### config.mk
export PLATFORM = sky130hd
export DESIGN_NAME = amd_host_flat
export DESIGN_NICKNAME = d
export VERILOG_FILES = /design/src/amd_pkg.sv /design/src/amd_if.sv /design/src/amd_host.sv /design/src/flat_wrapper.sv
export SDC_FILE = /design/constraint.sdc
export NUM_CORES = 1
export LEC_CHECK = 0
export BUFFER_PORTS_ARGS = -buffer_cell sky130_fd_sc_hd__buf_4
export CORE_ASPECT_RATIO = 2
export CORE_MARGIN = 4
export CORE_UTILIZATION = 45
export CTS_BUF_LIST = sky130_fd_sc_hd__clkbuf_4
export DETAILED_ROUTE_END_ITERATION = 8
export GPL_ROUTABILITY_DRIVEN = 1
export PLACE_DENSITY = 0.7
export SYNTH_ARGS = -nofsm -noshare
export SYNTH_HDL_FRONTEND = slang
export SYNTH_SLANG_ARGS = --single-unit
### constraint.sdc
create_clock -name clk_in -period 6 [get_ports clk_in]
set_clock_uncertainty 0.2 [all_clocks]
set_input_delay 1.2 -clock clk_in [delete_from_list [all_inputs] [get_ports clk_in]]
set_output_delay 1.2 -clock clk_in [all_outputs]
set_load 0.05 [all_outputs]
### src/amd_pkg.sv
// Package of constants shared by the acquisition memory diagnostic load path ends.
package amd_pkg;
   // Memory geometry: 1024 words of 24 bits, built as six 1024 by 4 RAMs.
   localparam int ADDR_W = 10;
   localparam int DEPTH = 1024;
   localparam int BYTE_W = 8;
   localparam int LANES = 3;
   // Port addresses on the controller interface.
   localparam logic [7:0] PORT_POD_A_RB = 8'h0B;
   localparam logic [7:0] PORT_POD_B_RB = 8'h0C;
   localparam logic [7:0] PORT_POD_C_RB = 8'h0D;
   localparam logic [7:0] PORT_MEM_CTL = 8'h10;
   localparam logic [7:0] PORT_DIAG = 8'h11;
   localparam logic [7:0] PORT_WE_LOAD = 8'h12;
   localparam logic [7:0] PORT_STEP = 8'h13;
   localparam logic [7:0] PORT_CLK_SEL = 8'h14;
   // Memory-control latch bits.
   localparam int MC_ACQ_READ_BIT = 0;
   localparam int MC_MEM_READ_BIT = 5;
   // Clock-select value placed on the data lines with the port-C bit-4 strobe.
   localparam logic [7:0] CLK_SEL_STEP = 8'h80;
   // Diagnostic latch: bits 0, 1 and 3 high with the rest low drive the pod enables low.
   localparam logic [7:0] DIAG_ENABLE_VAL = 8'h0B;
   // Write-enable/address-load latch bit positions.
   localparam int WE_A_BIT = 5;
   localparam int WE_B_BIT = 6;
   localparam int WE_C_BIT = 7;
   localparam int LD_LOW_BIT = 3;
   localparam int LD_HIGH_BIT = 4;
   // Latch values used by the controller sequences.
   localparam logic [7:0] MC_LOAD_ADDR = 8'h20;
   localparam logic [7:0] MC_STORE = 8'h10;
   localparam logic [7:0] MC_READBACK = 8'h31;
   localparam logic [7:0] WE_LOAD_LOW = 8'hF7;
   localparam logic [7:0] WE_LOAD_HIGH = 8'hEF;
   localparam logic [7:0] WE_IDLE = 8'hFF;
   localparam logic [7:0] WE_STOP = 8'h1F;
   // Reset values of the latches.
   localparam logic [7:0] MC_RST = 8'h00;
   localparam logic [7:0] DIAG_RST = 8'hFF;
   localparam logic [7:0] WE_RST = 8'hFF;
   // Test patterns and check address.
   localparam logic [7:0] PAT_ODD = 8'h55;
   localparam logic [7:0] PAT_EVEN = 8'hAA;
   localparam logic [9:0] CHECK_ADDR = 10'h000;
   localparam int PASSES = 3;
   localparam int STEPS_PER_LOAD = 3;
   // Host APB register offsets.
   localparam logic [7:0] REG_CTRL = 8'h00;
   localparam logic [7:0] REG_STATUS = 8'h04;
   localparam logic [7:0] REG_RESULT = 8'h08;
endpackage

### src/amd_if.sv
// Interface joining the controller end to the acquisition memory end.
`timescale 1ns/1ps
interface amd_if;
   logic [7:0] bus_data;  // Controller data bus byte.
   logic [7:0] port_addr;  // Port address.
   logic wr_stb;  // One-cycle write strobe.
   logic rd_stb;  // One-cycle read strobe.
   logic [7:0] rd_data;  // Read data from the device.
   logic rd_valid;  // Read data valid pulse.
   modport device (input bus_data, port_addr, wr_stb, rd_stb, output rd_data, rd_valid);
   modport host (output bus_data, port_addr, wr_stb, rd_stb, input rd_data, rd_valid);
endinterface

### src/amd_host.sv
// Controller end: runs the write-enable check and reports over APB.
`timescale 1ns/1ps
module amd_host (
   // Clock and reset.
   input wire logic clk_in,
   input wire logic rst_in,
   // APB slave.
   input wire logic psel_in,
   input wire logic penable_in,
   input wire logic pwrite_in,
   input wire logic [7:0] paddr_in,
   input wire logic [31:0] pwdata_in,
   output logic [31:0] prdata_out,
   output logic pready_out,
   output logic pslverr_out,
   // Link to the device.
   amd_if.host link
);
   typedef enum {S_IDLE, S_CMD, S_WAIT_RD, S_NEXT} amd_phase_t;

   // One command of the check sequence.
   typedef struct packed {
      logic [7:0] port;
      logic [7:0] data;
      logic rd;
   } amd_cmd_t;

   typedef struct packed {
      amd_phase_t phase;
      logic [5:0] idx;  // Step within a pass.
      logic [1:0] pass;  // Pass number, 0 to 2.
      logic busy;
      logic done;
      logic fail;
      logic [23:0] got;  // Bytes read this pass.
      logic [7:0] port;
      logic [7:0] data;
      logic wr;
      logic rd;
      logic [31:0] prdata;
      logic pready;
   } amd_hstate_t;

   localparam int NCMD = 26;

   amd_hstate_t st_r;
   amd_hstate_t st_nxt;
   amd_cmd_t cmd;
   logic [2:0] wmask;  // Lanes written with 55 this pass, active low.
   logic [23:0] expect_w;

   // Command list of one pass of the write-enable check.
   always_comb begin
      wmask = ~(3'b001 << st_r.pass);
      expect_w = 24'h000000;
      for (int i = 0; i < amd_pkg::LANES; i++) begin
         expect_w[i*8 +: 8] = (i == int'(st_r.pass)) ? amd_pkg::PAT_ODD : amd_pkg::PAT_EVEN;
      end
      cmd = '{port: amd_pkg::PORT_STEP, data: amd_pkg::PAT_EVEN, rd: 1'b0};
      unique case (st_r.idx)
         6'h00: cmd = '{amd_pkg::PORT_MEM_CTL, amd_pkg::MC_LOAD_ADDR, 1'b0};
         6'h01: cmd = '{amd_pkg::PORT_DIAG, amd_pkg::DIAG_ENABLE_VAL, 1'b0};
         6'h02: cmd = '{amd_pkg::PORT_CLK_SEL, amd_pkg::CLK_SEL_STEP, 1'b0};
         6'h03: cmd = '{amd_pkg::PORT_WE_LOAD, amd_pkg::WE_LOAD_LOW, 1'b0};
         6'h04: cmd = '{amd_pkg::PORT_STEP, 8'h00, 1'b0};
         6'h05: cmd = '{amd_pkg::PORT_WE_LOAD, amd_pkg::WE_LOAD_HIGH, 1'b0};
         6'h06: cmd = '{amd_pkg::PORT_STEP, 8'h00, 1'b0};
         6'h07: cmd = '{amd_pkg::PORT_WE_LOAD, amd_pkg::WE_IDLE, 1'b0};
         6'h08: cmd = '{amd_pkg::PORT_MEM_CTL, amd_pkg::MC_STORE, 1'b0};
         // The enable low in wmask is the lane that takes 55 this pass.
         6'h09: cmd = '{amd_pkg::PORT_WE_LOAD, {wmask, 5'h1F}, 1'b0};
         // Five steps: three fill the login lanes, two push the word to the RAM.
         6'h0A, 6'h0B, 6'h0C, 6'h0D, 6'h0E: begin
            cmd = '{amd_pkg::PORT_STEP, amd_pkg::PAT_ODD, 1'b0};
         end
         6'h0F: cmd = '{amd_pkg::PORT_WE_LOAD, {~wmask, 5'h1F}, 1'b0};
         6'h10, 6'h11, 6'h12, 6'h13, 6'h14: begin
            cmd = '{amd_pkg::PORT_STEP, amd_pkg::PAT_EVEN, 1'b0};
         end
         6'h15: cmd = '{amd_pkg::PORT_WE_LOAD, amd_pkg::WE_STOP, 1'b0};
         6'h16: cmd = '{amd_pkg::PORT_MEM_CTL, amd_pkg::MC_READBACK, 1'b0};
         6'h17: cmd = '{amd_pkg::PORT_POD_A_RB, 8'h00, 1'b1};
         6'h18: cmd = '{amd_pkg::PORT_POD_B_RB, 8'h00, 1'b1};
         6'h19: cmd = '{amd_pkg::PORT_POD_C_RB, 8'h00, 1'b1};
         default: cmd = '{amd_pkg::PORT_STEP, 8'h00, 1'b0};
      endcase
   end

   // Sequencer and APB slave.
   always_comb begin
      st_nxt = st_r;
      st_nxt.wr = 1'b0;
      st_nxt.rd = 1'b0;
      st_nxt.pready = 1'b0;
      // APB: answer in the cycle after the access phase starts.
      if (psel_in && penable_in && !st_r.pready) begin
         st_nxt.pready = 1'b1;
         st_nxt.prdata = 32'h00000000;
         if (pwrite_in && paddr_in == amd_pkg::REG_CTRL && pwdata_in[0] && !st_r.busy) begin
            st_nxt.busy = 1'b1;
            st_nxt.done = 1'b0;
            st_nxt.fail = 1'b0;
            st_nxt.pass = 2'd0;
            st_nxt.idx = 6'h00;
            st_nxt.phase = S_CMD;
         end else if (!pwrite_in && paddr_in == amd_pkg::REG_STATUS) begin
            st_nxt.prdata = {27'h0, st_r.pass, st_r.fail, st_r.done, st_r.busy};
         end else if (!pwrite_in && paddr_in == amd_pkg::REG_RESULT) begin
            st_nxt.prdata = {8'h00, st_r.got};
         end
      end
      unique case (st_r.phase)
         S_IDLE: begin
         end
         S_CMD: begin
            st_nxt.port = cmd.port;
            st_nxt.data = cmd.data;
            st_nxt.wr = !cmd.rd;
            st_nxt.rd = cmd.rd;
            st_nxt.phase = cmd.rd ? S_WAIT_RD : S_NEXT;
         end
         S_WAIT_RD: begin
            if (link.rd_valid) begin
               st_nxt.got = {link.rd_data, st_r.got[23:8]};
               st_nxt.phase = S_NEXT;
            end
         end
         S_NEXT: begin
            st_nxt.phase = S_CMD;
            st_nxt.idx = st_r.idx + 6'h01;
            if (int'(st_r.idx) == NCMD - 1) begin
               st_nxt.idx = 6'h00;
               if (st_r.got != expect_w) begin
                  st_nxt.fail = 1'b1;
                  st_nxt.busy = 1'b0;
                  st_nxt.done = 1'b1;
                  st_nxt.phase = S_IDLE;
               end else if (int'(st_r.pass) == amd_pkg::PASSES - 1) begin
                  st_nxt.busy = 1'b0;
                  st_nxt.done = 1'b1;
                  st_nxt.phase = S_IDLE;
               end else begin
                  st_nxt.pass = st_r.pass + 2'd1;
               end
            end
         end
      endcase
   end

   // State register.
   always_ff @(posedge clk_in or posedge rst_in) begin
      if (rst_in) begin
         st_r <= '{phase: S_IDLE, default: '0};
      end else begin
         st_r <= st_nxt;
      end
   end

   // Outputs from the state flip-flops; pslverr_out is tied low.
   assign prdata_out = st_r.prdata;
   assign pready_out = st_r.pready;
   assign pslverr_out = 1'b0;
   assign link.bus_data = st_r.data;
   assign link.port_addr = st_r.port;
   assign link.wr_stb = st_r.wr;
   assign link.rd_stb = st_r.rd;
endmodule

### src/flat_wrapper.sv
// flat-port wrapper written by rule: the top's interface ports become plain ports
module amd_host_flat 
  (clk_in, rst_in, psel_in, penable_in, pwrite_in, paddr_in, pwdata_in, prdata_out, pready_out, pslverr_out, link_bus_data, link_port_addr, link_wr_stb, link_rd_stb, link_rd_data, link_rd_valid);
  amd_if link_i ();
  input wire logic clk_in;
  input wire logic rst_in;
  input wire logic psel_in;
  input wire logic penable_in;
  input wire logic pwrite_in;
  input wire logic [7:0] paddr_in;
  input wire logic [31:0] pwdata_in;
  output logic [31:0] prdata_out;
  output logic pready_out;
  output logic pslverr_out;
  output wire logic [$bits(link_i.bus_data)-1:0] link_bus_data;
  output wire logic [$bits(link_i.port_addr)-1:0] link_port_addr;
  output wire logic [$bits(link_i.wr_stb)-1:0] link_wr_stb;
  output wire logic [$bits(link_i.rd_stb)-1:0] link_rd_stb;
  input wire logic [$bits(link_i.rd_data)-1:0] link_rd_data;
  input wire logic [$bits(link_i.rd_valid)-1:0] link_rd_valid;
  assign link_bus_data = link_i.bus_data;
  assign link_port_addr = link_i.port_addr;
  assign link_wr_stb = link_i.wr_stb;
  assign link_rd_stb = link_i.rd_stb;
  assign link_i.rd_data = link_rd_data;
  assign link_i.rd_valid = link_rd_valid;
  amd_host u_core (.clk_in(clk_in), .rst_in(rst_in), .psel_in(psel_in), .penable_in(penable_in), .pwrite_in(pwrite_in), .paddr_in(paddr_in), .pwdata_in(pwdata_in), .prdata_out(prdata_out), .pready_out(pready_out), .pslverr_out(pslverr_out), .link(link_i));
endmodule
==> summary.txt <==
Status: finished, final reports clean
Largest net degree at the start of global routing: 63
Fill count: 1,081
Commonest non-fill, non-tap cell in the layout: dfrtp_1
Cell Rows: 56
Htree depth: 3
CP Launch Type: primary input
Ys async rst share: 1.000
Post-CTS Setup Repair Bufs: 0
Post-place setup slack: 1.886 ns
Post-route DRC: 0
Cell variety after synth: 60
Via count: 3,573
Max incr delay on CP: 0.62 ns
Vias per cell: 5.548
Synth top area share: 0.4979
Layout cells sized above 1: 0.2570
Largest cells by area after synthesis: dfrtp_1 50%, buf_4 6.8%, mux2_4 5.6%
RePlAce Congestion: 0.8602
Layout area overhead: 6.701%
Die area: 13,870 um2
Static leakage: 2.676 nW
Post-route clock period utilization: 0.5852
CP max FO: 35
Routed Antenna Nets: 0
Global-route wire length before repair: 18,520 um
Initial core utilization: 0.4596
Routed wire length: 11,400 um
Switching fraction of total power: 0.4126
RSZ-0062 raised after global routing: no
CTS Buf Count: 9
Setup WS post-layout: 2.489 ns
Cells after Synth: 477
Critical-path cell list: buf_4 -> nand3b_1 -> inv_1 -> and4_1 -> nand2b_1 -> and2_1 -> mux2_1
Logic pwr share: 0.399
CTS tree: built
Clock Path Buffers: 2
Max_slew headroom: 0.3480
Clock sinks: 107
Slowest-stage cell, CP: nand3b_1
GR Util All Layers: 0.1677
Seq/Total Area, Yosys: 0.4979
Setup_tns: 0 ns
Port-buffer cells: 62
Yosys warns: 0
Clk slew on worst S/H paths: 0.19 ns
CTS root buffer: clkbuf_4
Vias in the first global route: 3,673
Final std cells w/o fill: 644
Max cap viols: 0
Hold Crit Class: flop to flop
Cells after DPL: 627
Worst-skew pair later-pin latency: 0.48 ns
Leading register cell type out of synthesis: dfrtp_1
Final Hold Vio Count: 0
I/O Pins: 106
Die width: 85.30 um
Arr. time, crit path: 3.70 ns
Crit end category: flop
Post-layout util: 0.4904
Pwr Density: 413.3 nW/um2
Post-synth EDFFs: 0
Critical path class: primary input to flop
Min Tclk post-route: 3.511 ns
Hold buffers post-CTS: 0
Worst Tran Pin Value: 0.9779 ns
Max-slew violation count: 0
Initial drt markers: 127
Initial antenna violation count: 1
Upper clock frequency limit: 284.8 MHz
Maximum vdd drop: 0.2141 mV
Most frequent cells in the layout: 107 x dfrtp_1, 64 x buf_4, 31 x and2_1, 30 x a22o_1, 28 x nor2_1
Congestion Overflow GR: 0
DR WL/cell: 17.70 um
Dpl hpwl: 8498 um
Psw: 978.6 uW
Nets: 551
Post-CTS Resized: 0
Core area: 11,700 um2
Flop pwr share: 0.446
Chip Height: 162.6 um
Clock share of power: 0.155
Pint: 1.393 mW
Synth Cell Area: 5378 um2
Drt pass-1 iters: 6
Critical Path RT: 6.19 ns
Number of synthesized register bits: 107
Mean post-synth cell area: 11.27 um2
Final setup violation count: 0
Largest area contributor in the netlist: dfrtp_1
-- cell families (layout without fill, tap and decap cells) --
kind of cell | after synthesis | count (layout) | synth area share
mux | 30 | 30 | 0.07585
fa+ha+maj | 4 | 4 | 0.009307
buf+inv | 80 | 90 | 0.09912
other cells | 1 | 13 | 0.0006973
simple gates | 158 | 158 | 0.1812
compound gates | 96 | 96 | 0.1343
xor+xnor | 1 | 1 | 0.001629
flops | 107 | 107 | 0.4979
-- routing by layer --
metal	up-vias	wire, um	GRT usage
met5	-	0	0
met4	0	409	0.07709
met3	33	449	0.02785
met2	102	6246	0.3024
met1	1755	4295	0.1894
li1	1683	-	-
-- synthesized netlist by cell type, drive strengths merged, types with 5 or more instances --
library cell / instances
o211ai: 5
nand3b: 5
a21oi: 17
nor3: 5
a22o: 30
dfrtp: 107
mux2: 26
clkbuf: 14
a31oi: 7
nand2b: 5
o21ai: 12
nand4: 8
o21a: 5
nor4bb: 13
buf: 56
nor4: 10
inv: 10
nand3: 14
nor2b: 9
nor2: 28
nand2: 20
and2: 32
-- area by class of cell --
cell class                      count  area [um2]  area share
Timing Repair Buffer               64       480.5     0.08373
Sequential cell                   107        2678      0.4666
Antenna cell                        1       2.502   0.0004361
Clock buffer                       10       75.07     0.01308
Multi-Input combinational cell    301        2213      0.3857
Tap cell                          145       181.4     0.03162
Inverter                           10       40.04    0.006978
Clock inverter                      6       67.56     0.01177
-- registers in the layout, summed over array words and instances, names as in the netlist --
register	count
u_core.link.bus_data	8
u_core.prdata_out	24
u_core.st_r	67
u_core.link.port_addr	5
u_core.pready_out	1
u_core.link.wr_stb	1
u_core.link.rd_stb	1
-- worst max-delay path, delay by kind of cell --
family | cells | cell delay, ns
AND/OR/NAND/NOR | 4 | 1.79
multiplexers | 1 | 0.29
buffers and inverters | 2 | 0.41
-- power by group through the flow --
| stage | registers, mW | logic (mW) | clock network, mW |
|---|---|---|---|
| after floorplan | 0.996 | 0.834 | 0 |
| after global placement | 1.07 | 0.927 | 0 |
| after detailed placement | 1.07 | 0.946 | 0 |
| after CTS | 1.06 | 0.949 | 0.376 |
| after global routing | 1.08 | 1.03 | 0.400 |
| final | 1.06 | 0.946 | 0.367 |
-- metrics by stage --
step                cell area (um2)  power, mW  hold slack (ns)
finish                         5738      2.372           0.3057
global route                   5738      2.508           0.3375
global placement               5593      1.992           0.2695
CTS                            5736      2.383           0.3098
detailed placement             5593      2.018           0.2748
floorplan                      5419      1.830           0.2507
-- worst paths after layout --
check / to / from / slack [ns] / cells after the start
min in group asynchronous: u_core.st_r[70] / rst_in / 0.55 / 2
max: u_core.st_r[78] / penable_in / 2.49 / 7
max in group asynchronous: u_core.st_r[89] / rst_in / 3.82 / 3
min: u_core.st_r[90] / u_core.st_r[90] / 0.31 / 1
min reg2reg: u_core.st_r[90] / u_core.st_r[90] / 0.31 / 1
max reg2reg: u_core.st_r[78] / u_core.pready_out / 2.81 / 6
Note: power is estimated with default switching activity, not from simulation.
